[src/logic/tmb_map.svh]
// register offsets, field positions and reset values of the second timer unit
// included by the timer unit design file, which also imports tmb_pkg; definitions only
`ifndef TMB_MAP_SVH
`define TMB_MAP_SVH

`define TMB_OFS_COUNT      4'h9
`define TMB_OFS_CTRL_ONE   4'hA
`define TMB_OFS_CTRL_TWO   4'hB
`define TMB_OFS_DUTY       4'hC
`define TMB_OFS_PRE_COUNT  4'hD
`define TMB_OFS_BUZZER     4'hE

`define TMB_C1_RUN         0
`define TMB_C1_RELOAD      1
`define TMB_C1_ONESHOT     2
`define TMB_C1_ACTLOW      6
`define TMB_C1_PWMEN       7

`define TMB_C2_SEL_LSB     0
`define TMB_C2_BYPASS      3
`define TMB_C2_EDGE        4
`define TMB_C2_SOURCE      5

`define TMB_BZ_EN          7

`define TMB_RST_CTRL_ONE   8'h00
`define TMB_RST_CTRL_TWO   8'h3F
`define TMB_RST_PRE_COUNT  8'hFF
`define TMB_RST_BUZZER     8'h0F
`define TMB_RST_COUNT      8'hFF
`define TMB_RST_DUTY       8'h00

`endif

[src/logic/tmb_pkg.sv]
// types shared by the second timer unit
// no constants here; numbers live in tmb_map.svh
package tmb_pkg;
	typedef enum logic [1:0]
	{
		TMB_IDLE,
		TMB_COUNTING,
		TMB_DONE
	} tmb_state_t;
endpackage

[src/logic/tmb_edge_sync.sv]
// three-stage synchroniser with rise and fall pulses for the external count pin
// assumes the pin is asynchronous to clock and slower than half its rate
`timescale 1ns/1ns
module tmb_edge_sync
(
	input  wire logic clock,
	input  wire logic rst_n,
	input  wire logic pinIn,
	output logic      risePulse,
	output logic      fallPulse
);
	logic [2:0] syncReg;

	// stage 0 feeds stage 1 only; edges are judged on stages 1 and 2
	always_ff @(posedge clock or negedge rst_n)
	begin
		if (!rst_n)
			syncReg <= 3'h0;
		else
			syncReg <= {syncReg[1:0], pinIn};
	end

	assign risePulse = syncReg[1] & ~syncReg[2];
	assign fallPulse = ~syncReg[1] & syncReg[2];
endmodule

[src/logic/tmb_timer_unit.sv]
// second 8-bit down-counting timer with prescaler, pwm and buzzer outputs
// registers reached over a plain strobe port; clock is the instruction clock
// Behaviour
// [RULE1] counts only while run bit set
// [RULE2] non-stop, no reload: wraps to all ones
// [RULE3] non-stop with reload: loads reload value
// [RULE4] one-shot counts to zero then stops
// [RULE5] pwm inactive after start until match
// [RULE6] match makes pwm active until underflow
// [RULE7] reload sets period, duty sets width
// [RULE8] duty register write-only, undefined at reset
// [RULE9] polarity bit set gives active-low pwm
// [RULE10] pwm enable routes pwm onto port pin
// [RULE11] prescaler ratio is two to code plus one
// [RULE12] software changes ratio only while bypassed
// [RULE13] bypass bit high skips the prescaler
// [RULE14] edge bit picks falling or rising pin edge
// [RULE15] source bit picks instruction clock or pin
// [RULE16] prescaler count readable, resets to all ones
// [RULE17] buzzer codes 0-7 give prescaler taps
// [RULE18] buzzer codes 8-15 give timer bits
// [RULE19] buzzer enable routes buzzer onto port pin
// [RULE20] count write sets reload and counter
//
// The address-and-strobe port was chosen for this implementation.
`timescale 1ns/1ns
`include "tmb_map.svh"
module tmb_timer_unit
	import tmb_pkg::*;
#(
	parameter int WIDTH = 8
)
(
	input  wire logic             clock,
	input  wire logic             rst_n,
	input  wire logic [3:0]       regAddr,
	input  wire logic [7:0]       regWriteData,
	input  wire logic             regWrite,
	input  wire logic             regRead,
	output logic      [7:0]       regReadData,
	input  wire logic             extCountClockPin,
	input  wire logic             portBBitFourGpio,
	input  wire logic             portBBitFiveGpio,
	output logic                  portBBitFour,
	output logic                  portBBitFive,
	output logic                  underflowPulse
);
	logic [7:0]       ctrlOneReg;
	logic [7:0]       ctrlTwoReg;
	logic [7:0]       dutyReg;
	logic [7:0]       buzzerReg;
	logic [WIDTH-1:0] reloadReg;
	logic [WIDTH-1:0] countReg;
	logic [WIDTH-1:0] countNext;
	logic [7:0]       preReg;
	logic             pwmActiveReg;
	logic             pwmActiveNext;
	logic             buzzerReg_q;
	tmb_state_t       stateReg;
	tmb_state_t       stateNext;
	logic             pinRise;
	logic             pinFall;

	tmb_edge_sync u_sync
	(
		.clock     (clock),
		.rst_n     (rst_n),
		.pinIn     (extCountClockPin),
		.risePulse (pinRise),
		.fallPulse (pinFall)
	);

	function automatic logic hit(input logic [3:0] a, input logic [3:0] ofs);
		hit = a == ofs;
	endfunction

	wire runBit     = ctrlOneReg[`TMB_C1_RUN];
	wire reloadSel  = ctrlOneReg[`TMB_C1_RELOAD];
	wire oneShot    = ctrlOneReg[`TMB_C1_ONESHOT];
	wire activeLow  = ctrlOneReg[`TMB_C1_ACTLOW];
	wire pwmPinEn   = ctrlOneReg[`TMB_C1_PWMEN];
	wire [2:0] ratioSel = ctrlTwoReg[`TMB_C2_SEL_LSB +: 3];
	wire bypassN    = ctrlTwoReg[`TMB_C2_BYPASS];
	wire edgeSel    = ctrlTwoReg[`TMB_C2_EDGE];
	wire sourceSel  = ctrlTwoReg[`TMB_C2_SOURCE];
	wire [3:0] toneSel = buzzerReg[3:0];
	wire buzzEn     = buzzerReg[`TMB_BZ_EN];

	wire wrCount = regWrite & hit(regAddr, `TMB_OFS_COUNT);
	wire wrOne   = regWrite & hit(regAddr, `TMB_OFS_CTRL_ONE);
	wire wrTwo   = regWrite & hit(regAddr, `TMB_OFS_CTRL_TWO);
	wire wrDuty  = regWrite & hit(regAddr, `TMB_OFS_DUTY);
	wire wrBuzz  = regWrite & hit(regAddr, `TMB_OFS_BUZZER);

	// source tick: instruction clock every cycle or one chosen pin edge
	wire srcTick = sourceSel ? (edgeSel ? pinFall : pinRise) : 1'b1; // see [RULE14] see [RULE15]

	// prescaler free-runs down on source ticks; tap bit k toggles at 1:2^(k+1)
	wire [7:0] preNextVal = preReg - 8'h01;
	wire [7:0] preFlip = preReg & ~preNextVal;
	wire preTap = preFlip[ratioSel] & srcTick; // see [RULE11]
	// a ratio change while inserted can hit a mid-count tap and tick early
	wire timerTick = runBit & (bypassN ? srcTick : preTap); // see [RULE13] see [RULE12] see [RULE1]

	wire atZero    = countReg == '0;
	wire underflow = timerTick & atZero & (stateReg == TMB_COUNTING);

	always_ff @(posedge clock or negedge rst_n)
	begin
		if (!rst_n)
			preReg <= `TMB_RST_PRE_COUNT;
		else if (srcTick)
			preReg <= preNextVal;
	end

	always_comb
	begin
		stateNext = stateReg;
		countNext = countReg;
		case (stateReg)
			TMB_IDLE:
			begin
				if (runBit)
					stateNext = TMB_COUNTING;
			end
			TMB_COUNTING:
			begin
				if (!runBit)
					stateNext = TMB_IDLE; // see [RULE1]
				else if (timerTick)
				begin
					if (!atZero)
						countNext = countReg - 1'b1;
					else if (oneShot)
						stateNext = TMB_DONE; // see [RULE4]
					else if (reloadSel)
						countNext = reloadReg; // see [RULE3] see [RULE7]
					else
						countNext = '1; // see [RULE2]
				end
			end
			TMB_DONE:
			begin
				if (!runBit)
					stateNext = TMB_IDLE;
			end
			default:
				stateNext = TMB_IDLE;
		endcase
		if (wrCount)
		begin
			countNext = regWriteData[WIDTH-1:0]; // see [RULE20]
			if (stateReg == TMB_DONE)
				stateNext = TMB_IDLE;
		end
	end

	// pwm: cleared on start and underflow, set on duty match
	// judged on the next count so the flag stands in the same cycle as the matching count
	always_comb
	begin
		pwmActiveNext = pwmActiveReg;
		if (stateReg == TMB_IDLE)
			pwmActiveNext = 1'b0; // see [RULE5]
		else if (stateNext == TMB_COUNTING && countNext == dutyReg[WIDTH-1:0])
			pwmActiveNext = 1'b1; // see [RULE6] see [RULE7]
		else if (underflow)
			pwmActiveNext = 1'b0; // see [RULE6]
	end

	wire buzzNext = toneSel[3] ? countReg[toneSel[2:0]] : preReg[toneSel[2:0]]; // see [RULE17] see [RULE18]
	wire pwmLevel = pwmActiveReg ^ activeLow; // see [RULE9]

	always_ff @(posedge clock or negedge rst_n)
	begin
		if (!rst_n)
		begin
			stateReg     <= TMB_IDLE;
			countReg     <= `TMB_RST_COUNT;
			pwmActiveReg <= 1'b0;
			buzzerReg_q  <= 1'b0;
		end
		else
		begin
			stateReg     <= stateNext;
			countReg     <= countNext;
			pwmActiveReg <= pwmActiveNext;
			buzzerReg_q  <= buzzNext;
		end
	end

	always_ff @(posedge clock or negedge rst_n)
	begin
		if (!rst_n)
		begin
			ctrlOneReg <= `TMB_RST_CTRL_ONE;
			ctrlTwoReg <= `TMB_RST_CTRL_TWO;
			buzzerReg  <= `TMB_RST_BUZZER;
			reloadReg  <= `TMB_RST_COUNT;
			dutyReg    <= `TMB_RST_DUTY; // see [RULE8]
		end
		else
		begin
			if (wrOne)
				ctrlOneReg <= regWriteData;
			if (wrTwo)
				ctrlTwoReg <= {2'b00, regWriteData[5:0]};
			if (wrBuzz)
				buzzerReg <= regWriteData;
			if (wrCount)
				reloadReg <= regWriteData[WIDTH-1:0]; // see [RULE20]
			if (wrDuty)
				dutyReg <= regWriteData; // see [RULE8]
		end
	end

	// read mux; write-only registers and pwm bits read as zero
	logic [7:0] readMux;
	always_comb
	begin
		readMux = 8'h00;
		case (regAddr)
			`TMB_OFS_COUNT:     readMux = 8'(countReg); // see [RULE20]
			`TMB_OFS_CTRL_ONE:  readMux = {5'h00, ctrlOneReg[2:0]};
			`TMB_OFS_CTRL_TWO:  readMux = ctrlTwoReg;
			`TMB_OFS_PRE_COUNT: readMux = preReg; // see [RULE16]
			default:            readMux = 8'h00;
		endcase
	end

	always_ff @(posedge clock or negedge rst_n)
	begin
		if (!rst_n)
		begin
			regReadData    <= 8'h00;
			portBBitFour   <= 1'b0;
			portBBitFive   <= 1'b0;
			underflowPulse <= 1'b0;
		end
		else
		begin
			regReadData    <= regRead ? readMux : 8'h00;
			portBBitFour   <= pwmPinEn ? pwmLevel : portBBitFourGpio; // see [RULE10]
			portBBitFive   <= buzzEn ? buzzerReg_q : portBBitFiveGpio; // see [RULE19]
			underflowPulse <= underflow;
		end
	end
endmodule

[config.mk]
export PLATFORM = sky130hd
export DESIGN_NAME = tmb_timer_unit
export DESIGN_NICKNAME = d
export VERILOG_FILES = /design/src/logic/tmb_pkg.sv /design/src/logic/tmb_edge_sync.sv /design/src/logic/tmb_timer_unit.sv
export VERILOG_INCLUDE_DIRS = /design/src /design/src/logic
export SDC_FILE = /design/constraint.sdc
export NUM_CORES = 1
export LEC_CHECK = 0
export BUFFER_PORTS_ARGS = -buffer_cell sky130_fd_sc_hd__buf_2
export CORE_MARGIN = 8
export CORE_UTILIZATION = 40
export CTS_CLUSTER_DIAMETER = 60
export DETAILED_ROUTE_END_ITERATION = 8
export GPL_TIMING_DRIVEN = 0
export PLACE_DENSITY = 0.66
export SETUP_SLACK_MARGIN = 0.4
export SYNTH_ARGS = -nofsm -noshare
export SYNTH_HDL_FRONTEND = slang
export SYNTH_SLANG_ARGS = --single-unit
[constraint.sdc]
create_clock -name clock -period 5.85 [get_ports clock]
set_clock_uncertainty 0.15 [all_clocks]
set_input_delay 0 -clock clock [delete_from_list [all_inputs] [get_ports clock]]
set_output_delay 0 -clock clock [all_outputs]
set_load 0.01 [all_outputs]
======== Yosys cells after proc, flatten, opt, wreduce, memory -nomap -nowiden ========
Index checks and enable logic that the tools add are counted.
word-level totals
  bits of input ports ..................... 19
  word-level logic and storage cells ...... 82
  register bits ........................... 72
  output and inout port bits .............. 11
cells by class
  add/subtract/negate cells ............... 2
  bitwise gates (word level) .............. 16
  reduce and logical (&&, ||, !) cells .... 4
  multiplexer cells ....................... 33
  equality and inequality tests ........... 10
  $lt $le $gt $ge ......................... 2
operators by type and width
  operator                                                               number
  8-bit two-way mux                                                      8
  8-bit one-hot mux with 4 select lines                                  1
  4-bit equality test, second input constant                             6
  2-bit two-way mux                                                      8
  8-bit by 1-bit subtractor with 8-bit output, second input constant     2
  1-bit two-way mux                                                      12
  1-bit bitwise AND                                                      11
  1-bit binary-select mux with 3-bit select                              3
  8-bit bitwise AND                                                      1
  8-bit equality test                                                    1
  8-bit logical NOT                                                      1
  3-bit by 4-bit < comparator with 1-bit output, second input constant   2
  8-bit inverter                                                         1
  2-bit one-hot mux with 3 select lines                                  1
  2-bit by 1-bit equality test with 1-bit output, second input constant  2
  3-bit nonzero test                                                     1
  2-bit equality test, second input constant                             1
  2-bit logical NOT                                                      1
  1-bit inverter                                                         2
  1-bit logical AND                                                      1
  1-bit bitwise XOR                                                      1

======== Longest topological paths before layout ========
Gate-level depths: netlist (run 1).
  word-level depth ........................ 17
  gate-level depth with buffers ........... 14

======== Modules after synthesis ========
From an unflattened synthesis (run 1), not the netlist that was laid out.
second synthesis, totals
  cells, all modules ...................... 359
  area total of the unflattened synthesis .. 3718.6 µm²
modules (own cells, without submodules)
  module          instances  area each (µm²)  cells an instance
  tmb_timer_unit  1          3628.5           354
  tmb_edge_sync   1          90.1             5

======== Worst setup path after synthesis (run 1) ========
No wires, ideal clock.
  path kind ............................... register to register
  start ................................... register preReg[0]
  end ..................................... register pwmActiveReg
  cell stages (with the launch flop) ...... 15
  arrival ................................. 2.815 ns
  path slack .............................. 2.781 ns
  buffers on the path ..................... 1
  cell sequence ........................... dfstp_2 inv_1 ha_1 nor3b_1 nor3b_1 ha_1 mux4_2 a22o_1 o211ai_2 buf_6 nor3_2 o22ai_2 xor2_1 a31oi_1 o41ai_2
on the way
  longest elaborated chain between the ends .. 17
  elaborated cells between the ends (all ways) .. 25
  those cells by class .................... add/sub (1); eq/ne (2); mux (14); bitwise (6); reduce/logical (2)
RTL lines
  item                                            line                   RTL
  start, declared                                 tmb_timer_unit.sv:55   logic [7:0] preReg;
  start signal, assigned                          tmb_timer_unit.sv:111  preReg <= `TMB_RST_PRE_COUNT;
  start signal, assigned                          tmb_timer_unit.sv:113  preReg <= preNextVal;
  8-bit by 1-bit subtractor with 8-bit output *   tmb_timer_unit.sv:99   wire [7:0] preNextVal = preReg - 8'h01;
  named net preNextVal[0]                         tmb_timer_unit.sv:99
  8-bit inverter *                                tmb_timer_unit.sv:100  wire [7:0] preFlip = preReg & ~preNextVal;
  8-bit bitwise AND *                             tmb_timer_unit.sv:100
  1-bit binary-select mux with 3-bit select *     tmb_timer_unit.sv:101  wire preTap = preFlip[ratioSel] & srcTick;
  1-bit two-way mux (implied by the code) *       tmb_timer_unit.sv:101
  1-bit bitwise AND *                             tmb_timer_unit.sv:101
  1-bit two-way mux *                             tmb_timer_unit.sv:103  wire timerTick = runBit & (bypassN ? srcTick : preTap);
  [... 2 more ...]                                -
  2-bit two-way mux                               tmb_timer_unit.sv:128  if (!runBit)
  2-bit one-hot mux with 3 select lines           tmb_timer_unit.sv:120  case (stateReg)
  2-bit two-way mux                               tmb_timer_unit.sv:153  if (stateReg == TMB_DONE)
  2-bit two-way mux                               tmb_timer_unit.sv:150  if (wrCount)
  2-bit by 1-bit equality test with 1-bit output  tmb_timer_unit.sv:165  else if (stateNext == TMB_COUNTING && countNext == dutyReg[WIDTH-1:0])
  1-bit logical AND                               tmb_timer_unit.sv:165
  1-bit two-way mux                               tmb_timer_unit.sv:165
  1-bit two-way mux                               tmb_timer_unit.sv:163  if (stateReg == TMB_IDLE)
  end signal, assigned                            tmb_timer_unit.sv:187  pwmActiveReg <= pwmActiveNext;
  end, declared                                   tmb_timer_unit.sv:56   logic pwmActiveReg;
Mark *: on every way through the listed nets, which the timed path passes. The rest lies on a longest branch. The select of a mux whose other input is x is not followed.
A chain may end at the register's enable or synchronous reset.

======== Worst setup path after layout (run 1) ========
Same ends and word-level chain as after synthesis.

==> results of run 1 <==
[synthesized netlist by cell type (2+ instances only)]
master	n	area share (%)
o22ai_1	3	0.51
a22oi_1	3	0.61
nor3b_1	9	1.8
dfrtp_1	32	22
mux2_2	30	9.2
o41ai_1	2	0.48
a32oi_1	2	0.48
buf_2	4	0.54
o31ai_4	2	1.2
nand2b_1	4	0.68
and3_1	2	0.34
ha_1	10	3.4
nor2b_1	4	0.68
mux2i_1	7	1.9
buf_6	2	0.61
nand3_1	3	0.41
nor2_1	25	2.6
xnor2_1	8	1.9
o221ai_1	2	0.48
nor3_1	7	0.95
a21oi_1	17	2.3
o21ai_0	20	2.7
a22o_1	5	1.2
o31ai_1	3	0.61
a31oi_1	3	0.51
mux4_2	6	3.7
a221oi_1	2	0.48
inv_1	14	1.4
dfstp_2	34	24
xor2_1	7	1.7
clkbuf_1	16	1.6
nand4_1	2	0.34
nand2_1	32	3.3
o21ai_1	3	0.41
[worst reg2reg max path, cell delays in order, from the launching register on]
cell and delay [ns]:
dfstp_2 0.57, inv_1 0.09, ha_1 0.20, nor3b_1 0.15, nor3b_1 0.14, ha_1 0.17
mux4_2 0.45, a22o_1 0.28, o211ai_2 0.18, buf_6 0.17, buf_2 0.24, o21ai_0 0.12
o22ai_1 0.25, o41ai_2 0.12
[cell families (layout without fill, tap and decap cells)]
family | Yosys count | in the layout | share of synthesized area, %
xor gates and xnor gates | 15 | 15 | 3.57
adders and majority gates | 10 | 10 | 3.40
DFF | 66 | 66 | 46.1
AOI/OAI and AO/OA | 76 | 76 | 14.5
and+or+nand+nor | 97 | 97 | 13.5
muxes | 43 | 43 | 14.8
buffers and inverters | 36 | 97 | 4.22
[worst max-delay path by stage]
stage	slack (ns)	endpoint	depth (start not counted)
final	2.43	pwmActiveReg	13
after global routing	2.28	pwmActiveReg	14
after CTS	2.44	pwmActiveReg	13
after detailed placement	2.47	pwmActiveReg	13
after global placement	2.50	pwmActiveReg	13
after floorplan	2.78	pwmActiveReg	14
[layer usage]
layer / track usage, % / up-vias
li1: - / 1341
met1: 18.7 / 1454
met2: 23.7 / 81
met3: 3.03 / 21
met4: 7.29 / 0
met5: 0 / -
[state kept, by name, indices dropped and copies added, names as in the netlist]
name,cells
buzzerReg,5
buzzerReg_q,1
countReg,8
ctrlOneReg,5
ctrlTwoReg,6
dutyReg,8
portBBitFive,1
portBBitFour,1
preReg,8
pwmActiveReg,1
regReadData,8
reloadReg,8
stateReg,2
u_sync.syncReg,3
underflowPulse,1
[final cells by class]
type | instances | area share [%]
multi-input cells | 241 | 42.1
repair buffers | 45 | 7.19
well taps | 111 | 3.19
plain buffers | 22 | 2.36
clock buffers | 11 | 3.25
inverters | 14 | 1.21
flip-flops and latches | 66 | 39.0
clock inverters | 5 | 1.78
[power groups by stage]
stage	Sequential, mW	Clock (mW)	Combinational, mW
finish	0.754	0.430	0.644
CTS	0.752	0.436	0.639
global route	0.770	0.455	0.710
floorplan	0.722	0	0.486
global placement	0.755	0	0.605
detailed placement	0.759	0	0.620
==> summary.md, run 1 <==
| Metric | Value |
|---|---|
| Worst setup SP type | `register` |
| GRT overflow | `0` |
| CP arrival | `3.48 ns` |
| RD Place Congestion | `0.909` |
| TritonCTS Buffers | `9` |
| Hold Crit Endpoint | `regReadData[3]` |
| Min Tclk post-route | `3.42 ns` |
| Comb pwr share | `35.2%` |
| Final net count | `around 430` |
| Filler cells | `807` |
| H-Tree Depth | `3` |
| Slew Limit Fails | `0` |
| WL met2 | `4270 um` |
| Leakage Power | `1.82 nW` |
| Clk sink count | `66` |
| Finished Cell Area | `4350 um2` |
| CP delay by family, top | `compound AO/OA/AOI/OAI gates` |
| Reg2reg path depth | `13` |
| CP Max Fanout | `10` |
| DP Wirelength | `roughly 6400 um` |
| Slowest cell on the critical path | `dfstp_2` |
| Bufs and invs on worst path | `3` |
| Initial core utilization | `40.6%` |
| Primary FF master, synth | `dfstp_2` |
| Vias in the first global route | `2873` |
| Hold Fails Final Rpt | `0` |
| Synth Warn # | `0` |
| R2R Path End | `pwmActiveReg` |
| Drt wl/cell | `17.6 um` |
| Max Cap Violations | `0` |
| Hold WC Path Type | `input pin to register` |
| Critical path origin | `preReg[0]` |
| Clock latency on the worst-skew pair | `roughly 0.34 ns` |
| Most common cell after layout, fill and taps aside | `dfstp_2` |
| Area of the multi-input gates | `1830 um2` |
| Crit Reg-Reg Startpoint | `preReg[0]` |
| Routed wl met3 | `411 um` |
| Hold Worst Slack | `0.0198 ns` |
| Design Power | `1.83 mW` |
| Max Buffers Root-to-Sink | `2` |
| # resized after CTS | `0` |
| Initial antenna violation count | `0` |
| Asr flop ratio synth | `100%` |
| # hold bufs at CTS | `17` |
| Worst-Margin Slew | `0.911 ns` |
| PwrDens | `420 nW/um2` |
| Share of layout cells above drive strength 1 | `31.9%` |
| Post-synth cell types | `52` |
| CP Cell Sequence | `inv_1 > ha_1 > nor3b_1 > nor3b_1 > ha_1 > mux4_2 > a22o_1 > o211ai_2 > buf_6 > buf_2 > o21ai_0 > o22ai_1 > o41ai_2` |
| Status | `completed` |
| Power share of the clock group | `23.5%` |
| Worst setup margin | `roughly 2.4 ns` |
| Number of setup violations in the final report | `0` |
| Ant. Diodes | `0` |
| CTS tree | `yes` |
| R2R setup slack | `2.43 ns` |
| DP Area | `~4000 um2` |
| GRT Total Usage | `about 15%` |
| Row count | `35` |
| Number of flops mapped to enable cells by yosys | `0` |
| Crit. End Element | `register` |
| Highest routed layer | `met4` |
| Critical path class | `register to register` |
| Post-CTS setup repair buffer count | `0` |
| Pin count of the biggest net entering global routing | `67` |
| Final Non-Filler Cells | `515` |
| Sequential area share after synthesis | `46.1%` |
| Final ANT Viol Nets | `0` |
| FF/Latch Area | `1690 um2` |
| Synth-to-Final Area Change | `18.2%` |
| Max IR drop VDD | `0.204 mV` |
| Internal Dissipation | `about 1.2 mW` |
| Mapped Area | `3680 um2` |
| DP Cell Count | `482` |
| P_sw | `around 0.64 mW` |
| Residual DRC | `0` |
| Max Fclk | `slightly below 0.3 GHz` |
| Die Y-Extent | `112 um` |
| Buffers on Ports | `28` |
| RSZ-0062 raised after global routing | `no` |
| Initial DRC Count | `183` |
| Vias per inst | `roughly 5.6` |
| Util after Layout | `48.0%` |
| Synthesized Nets | `372` |
| Die footprint | `12500 um2` |
| Setup_tns | `0 ns` |
| Post-Syn Instances | `between 300 and 400` |
| Clock root buffer | `clkbuf_8` |
| Worst-path clk slew | `about 0.07 ns` |
| Pre-CTS WS | `2.47 ns` |
| Vias | `~2.9k` |
| Routed WL | `9050 um` |
| Hold Path Depth | `3` |
| Chip width | `112 um` |
| Synthesized flop and latch total | `66` |
| Met1 WL | `4140 um` |
| Period utilization | `58.4%` |
| Post-Syn Area per Cell | `10.7 um2` |
| WP data required | `5.91 ns` |
| Drt first pass iters | `5` |
| First-pass GRT wire length | `14900 um` |
| CP peak stage delay | `0.57 ns` |
| Min-delay src | `regAddr[3]` |
| Switching Share | `between 30% and 40%` |
| Slew headroom | `39.1%` |
| Commonest non-fill, non-tap cells in the layout | `34 x dfstp_2, 32 x nand2_1, 32 x dfrtp_1` |
| Top Ports | `30` |
| Core area | `~9000 um2` |
| Sequential power share | `41.2%` |
Power figures use the tool's default switching activity.
==> run 2, diff against run 1 <==
clock period = 3.5 ns   (was 5.85 ns; I/O delays follow)
==> summary.md, run 2 (synthesis gave the netlist of run 1 again) <==
| Metric | Value |
|---|---|
| Worst-path clk slew | `around 0.070 ns` |
| Initial DRC Count | `248` |
| Number of setup violations in the final report | `0` |
| Filler cells | `784` |
| Slew Limit Fails | `0` |
| Share of layout cells above drive strength 1 | `38.7%` |
| RD Place Congestion | `0.909` |
| Routed WL | `~9500 um` |
| Slew headroom | `35.3%` |
| Clk sink count | `between 60 and 70` |
| Ant. Diodes | `0` |
| Vias per inst | `5.58` |
| Leakage Power | `around 2.0 nW` |
| DP Wirelength | `between 6000 and 7000 um` |
| Chip width | `112 um` |
| Clock root buffer | `clkbuf_8` |
| Drt wl/cell | `17.7 um` |
| Final net count | `448` |
| GRT Total Usage | `15.0%` |
| DP Cell Count | `482` |
| Top Ports | `30` |
| GRT overflow | `0` |
| Max Buffers Root-to-Sink | `2` |
| Row count | `35` |
| PwrDens | `around 700 nW/um2` |
| WP data required | `roughly 3.6 ns` |
| Clock latency on the worst-skew pair | `0.35 ns` |
| RSZ-0062 raised after global routing | `yes` |
| Max IR drop VDD | `between 0.3 and 0.4 mV` |
| Max Fclk | `0.293 GHz` |
| Residual DRC | `0` |
| Initial core utilization | `between 40% and 50%` |
| Die Y-Extent | `between 100 and 150 um` |
| Critical path class | `register to register` |
| Hold Worst Slack | `0.0170 ns` |
| Core area | `around 9100 um2` |
| TritonCTS Buffers | `9` |
| Final ANT Viol Nets | `0` |
| Reg2reg path depth | `14` |
| Crit. End Element | `register` |
| CP Max Fanout | `7` |
| Hold Path Depth | `4` |
| Area of the multi-input gates | `between 1500 and 2000 um2` |
| Worst-Margin Slew | `0.969 ns` |
| Max Cap Violations | `0` |
| First-pass GRT wire length | `15000 um` |
| CP arrival | `3.48 ns` |
| Final Non-Filler Cells | `535` |
| Initial antenna violation count | `0` |
| Synth-to-Final Area Change | `25.7%` |
| Pin count of the biggest net entering global routing | `between 60 and 70` |
| Buffers on Ports | `28` |
| Hold Fails Final Rpt | `0` |
| FF/Latch Area | `1690 um2` |
| CTS tree | `yes` |
| Most common cell after layout, fill and taps aside | `dfstp_2` |
| Die footprint | `approximately 13000 um2` |
| Commonest non-fill, non-tap cells in the layout | `34 x dfstp_2, 32 x nand2_1, 32 x dfrtp_1` |
| Status | `completed` |
| Vias in the first global route | `2912` |
| Min Tclk post-route | `3.41 ns` |
| Vias | `2983` |
| Hold WC Path Type | `input pin to register` |
| H-Tree Depth | `3` |
| Worst setup SP type | `register` |
| Drt first pass iters | `5` |
| Period utilization | `97.4%` |
[run 2: timing repair]
item / 4_1_cts / 5_1_grt
endpoints found under the setup margin: 5 / 6
hold buffers: 17 / 0
pin swaps: 9 / 8
buffers inserted: 7 / 13
hold endpoints to repair: 83 / 0
gates resized for setup: 10 / 25
[run 2: path summary, 6_finish.rpt]
path	start	end	slack, ns
min reg2reg	u_sync.syncReg[0]	u_sync.syncReg[1]	0.21
min in group asynchronous	rst_n	dutyReg[0]	0.14
min	regAddr[2]	regReadData[3]	0.02
max reg2reg	preReg[0]	pwmActiveReg	0.09
max in group asynchronous	rst_n	dutyReg[7]	2.51
max	preReg[0]	pwmActiveReg	0.09
[run 2: power breakdown]
part           internal (mW)  switching [mW]  leakage (nW)
combinational          0.631           0.637          1.09
clock                  0.419           0.307         0.109
sequential              1.06           0.199         0.762
total                   2.11            1.14          1.96
[run 2: area by class of cell]
| type | count | share of cell area [%] |
|---|---|---|
| multi-input combinational | 241 | 41.3 |
| sequential | 66 | 36.6 |
| tap | 111 | 3.00 |
| timing repair buffer | 65 | 10.7 |
| inverter | 14 | 1.14 |
| clock inverter | 5 | 1.68 |
| buffer | 22 | 2.44 |
| clock buffer | 11 | 3.06 |
[run 2: per-layer routing]
metal  global-route usage [%]  vias to the layer above  share of wire (%)
li1                         -                     1387                  -
met1                     18.9                     1468                 45
met2                     24.4                      104                 47
met3                     2.65                       24                4.7
met4                     7.20                        0                2.6
met5                        0                        -                  0
[run 2: through the flow]
step                setup slack, ns  cell area [um2]  power, mW  util (%)  setup TNS, ns
global placement              0.146             3960       2.27      43.7              0
detailed placement            0.118             3960       2.31      43.7              0
floorplan                     0.431             3680       2.02         -              0
finish                       0.0925             4620       3.25      51.0              0
CTS                           0.169             4430       3.11      48.9              0
global route                -0.0240             4620       3.43      51.0        -0.0240
[run 2: critical path, cell delays in order, from the launching register on]
cell and delay [ns]:
dfstp_2 0.55, inv_2 0.05, ha_4 0.15, nor3b_4 0.15, nor3b_2 0.15, ha_2 0.16
mux4_2 0.44, a22o_1 0.26, o211ai_2 0.20, buf_6 0.17, buf_4 0.12, o21ai_1 0.06
o21ai_1 0.18, nor2_1 0.10, o41ai_2 0.38
==> run 3, diff against run 2 <==
CTS_BUF_LIST = sky130_fd_sc_hd__clkbuf_2 sky130_fd_sc_hd__clkbuf_4 sky130_fd_sc_hd__clkbuf_8   (was not set)
==> summary.md, run 3 (synthesis gave the netlist of run 1 again) <==
| Metric | Value |
|---|---|
| Vias per inst | `5.55` |
| Pin count of the biggest net entering global routing | `67` |
| Hold WC Path Type | `input pin to register` |
| Slew headroom | `34.7%` |
| Period utilization | `between 90% and 100%` |
| RSZ-0062 raised after global routing | `yes` |
| Commonest non-fill, non-tap cells in the layout | `34 x dfstp_2, 32 x nand2_1, 32 x dfrtp_1` |
| Pre-CTS WS | `0.118 ns` |
| Max IR drop VDD | `0.347 mV` |
| Min Tclk post-route | `about 3.4 ns` |
| Worst-Margin Slew | `0.978 ns` |
| GRT Total Usage | `15.0%` |
| Reg2reg path depth | `14` |
| Clk sink count | `66` |
| Status | `completed` |
| Critical path class | `register to register` |
| Vias in the first global route | `between 2k and 3k` |
| TritonCTS Buffers | `9` |
| Final ANT Viol Nets | `0` |
| Worst setup SP type | `register` |
| Min-delay src | `regAddr[3]` |
| Clock latency on the worst-skew pair | `0.34 ns` |
| DP Wirelength | `6410 um` |
| Die footprint | `12500 um2` |
| Setup_tns | `0 ns` |
| Buffers on Ports | `28` |
| Final net count | `~450` |
| Row count | `35` |
| Top Ports | `30` |
| PwrDens | `703 nW/um2` |
| GRT overflow | `0` |
| Slew Limit Fails | `0` |
| Initial DRC Count | `257` |
| Drt first pass iters | `5` |
| Clock root buffer | `clkbuf_8` |
| Die Y-Extent | `112 um` |
| CP Max Fanout | `7` |
| Hold Crit Endpoint | `regReadData[3]` |
| CTS tree | `yes` |
| Crit Reg-Reg Startpoint | `preReg[0]` |
| Chip width | `112 um` |
| Residual DRC | `0` |
| Hold Path Depth | `3` |
| First-pass GRT wire length | `about 15000 um` |
| Drt wl/cell | `around 18 um` |
| R2R Path End | `pwmActiveReg` |
| Most common cell after layout, fill and taps aside | `dfstp_2` |
| Initial core utilization | `40.6%` |
| H-Tree Depth | `3` |
| WP data required | `approximately 3.6 ns` |
| Number of setup violations in the final report | `0` |
| Core area | `9060 um2` |
| DP Area | `3960 um2` |
| Share of layout cells above drive strength 1 | `38.9%` |
| Finished Cell Area | `4630 um2` |
| Worst-path clk slew | `0.07 ns` |
| Synth-to-Final Area Change | `25.8%` |
| Vias | `2967` |
| Crit. End Element | `register` |
| Ant. Diodes | `0` |
| R2R setup slack | `0.09 ns` |
| Max Cap Violations | `0` |
| Initial antenna violation count | `0` |
| Max Buffers Root-to-Sink | `2` |
| Hold Fails Final Rpt | `0` |
| Leakage Power | `1.96 nW` |
| Max Fclk | `0.293 GHz` |
| Worst setup margin | `0.0878 ns` |
| RD Place Congestion | `0.909` |
| CP arrival | `approximately 3.5 ns` |
| Routed WL | `~9500 um` |
[run 3: cell count changes in the layout (fill, tap and decap cells not counted)]
cell      change
clkbuf_4      +1
clkbuf_1      -1
[run 3: worst max-delay path, cell delays in order (launching register included)]
cell      delay (ns)
dfstp_2         0.55
inv_2           0.05
ha_4            0.15
nor3b_4         0.15
nor3b_2         0.15
ha_2            0.16
mux4_2          0.44
a22o_1          0.26
o211ai_2        0.20
buf_6           0.17
buf_4           0.12
o21ai_1         0.06
o21ai_1         0.18
nor2_1          0.10
o41ai_2         0.38
[run 3: worst max-delay path by stage]
stage | startpoint | endpoint | slack, ns | cells after the start
after detailed placement | preReg[1] | pwmActiveReg | 0.12 | 13
final | preReg[0] | pwmActiveReg | 0.09 | 14
after CTS | preReg[1] | pwmActiveReg | 0.17 | 14
after global placement | preReg[0] | pwmActiveReg | 0.15 | 13
after global routing | countReg[0] | pwmActiveReg | -0.02 | 10
after floorplan | preReg[0] | pwmActiveReg | 0.43 | 14
[run 3: area by class of cell]
class	count	area [um2]
clock buffers	11	145
clock inverters	5	77.6
inverters	14	52.6
multi-input cells	241	1910
well taps	111	139
repair buffers	65	497
flip-flops and latches	66	1690
plain buffers	22	113
fillers	782	4440
[run 3: where the power goes]
group / internal, mW / switching (mW) / leakage (nW) / total, mW
clock network: 0.426 / 0.301 / 0.113 / 0.728
logic: 0.631 / 0.637 / 1.09 / 1.27
registers: 1.06 / 0.198 / 0.762 / 1.26
[run 3: per-layer routing]
| layer | vias to the layer above | share of wire, % | global-route usage, % |
|---|---|---|---|
| met4 | 0 | 2.7 | 7.20 |
| met2 | 89 | 48 | 24.4 |
| met1 | 1469 | 46 | 18.9 |
| met5 | - | 0 | 0 |
| met3 | 25 | 3.9 | 2.65 |
| li1 | 1384 | - | - |
[run 3: repair_timing]
action                                 in CTS  in global routing
hold buffers                               17                  0
endpoints found under the hold margin      83                  0
pin swaps                                   9                  8
gates resized for setup                    10                 25
setup buffers                               7                 13
setup endpoints to repair                   5                  6
[run 3: through the flow]
step                      instances  total power, mW  util, %  hold slack [ns]
final                           535             3.25     51.1           0.0157
after CTS                       522             3.12     49.0          0.00224
after detailed placement        482             2.31     43.7          -0.0357
after global routing            535             3.44     51.1           0.0405
after floorplan                 343             2.02        -           -0.446
after global placement          482             2.27     43.7          -0.0403
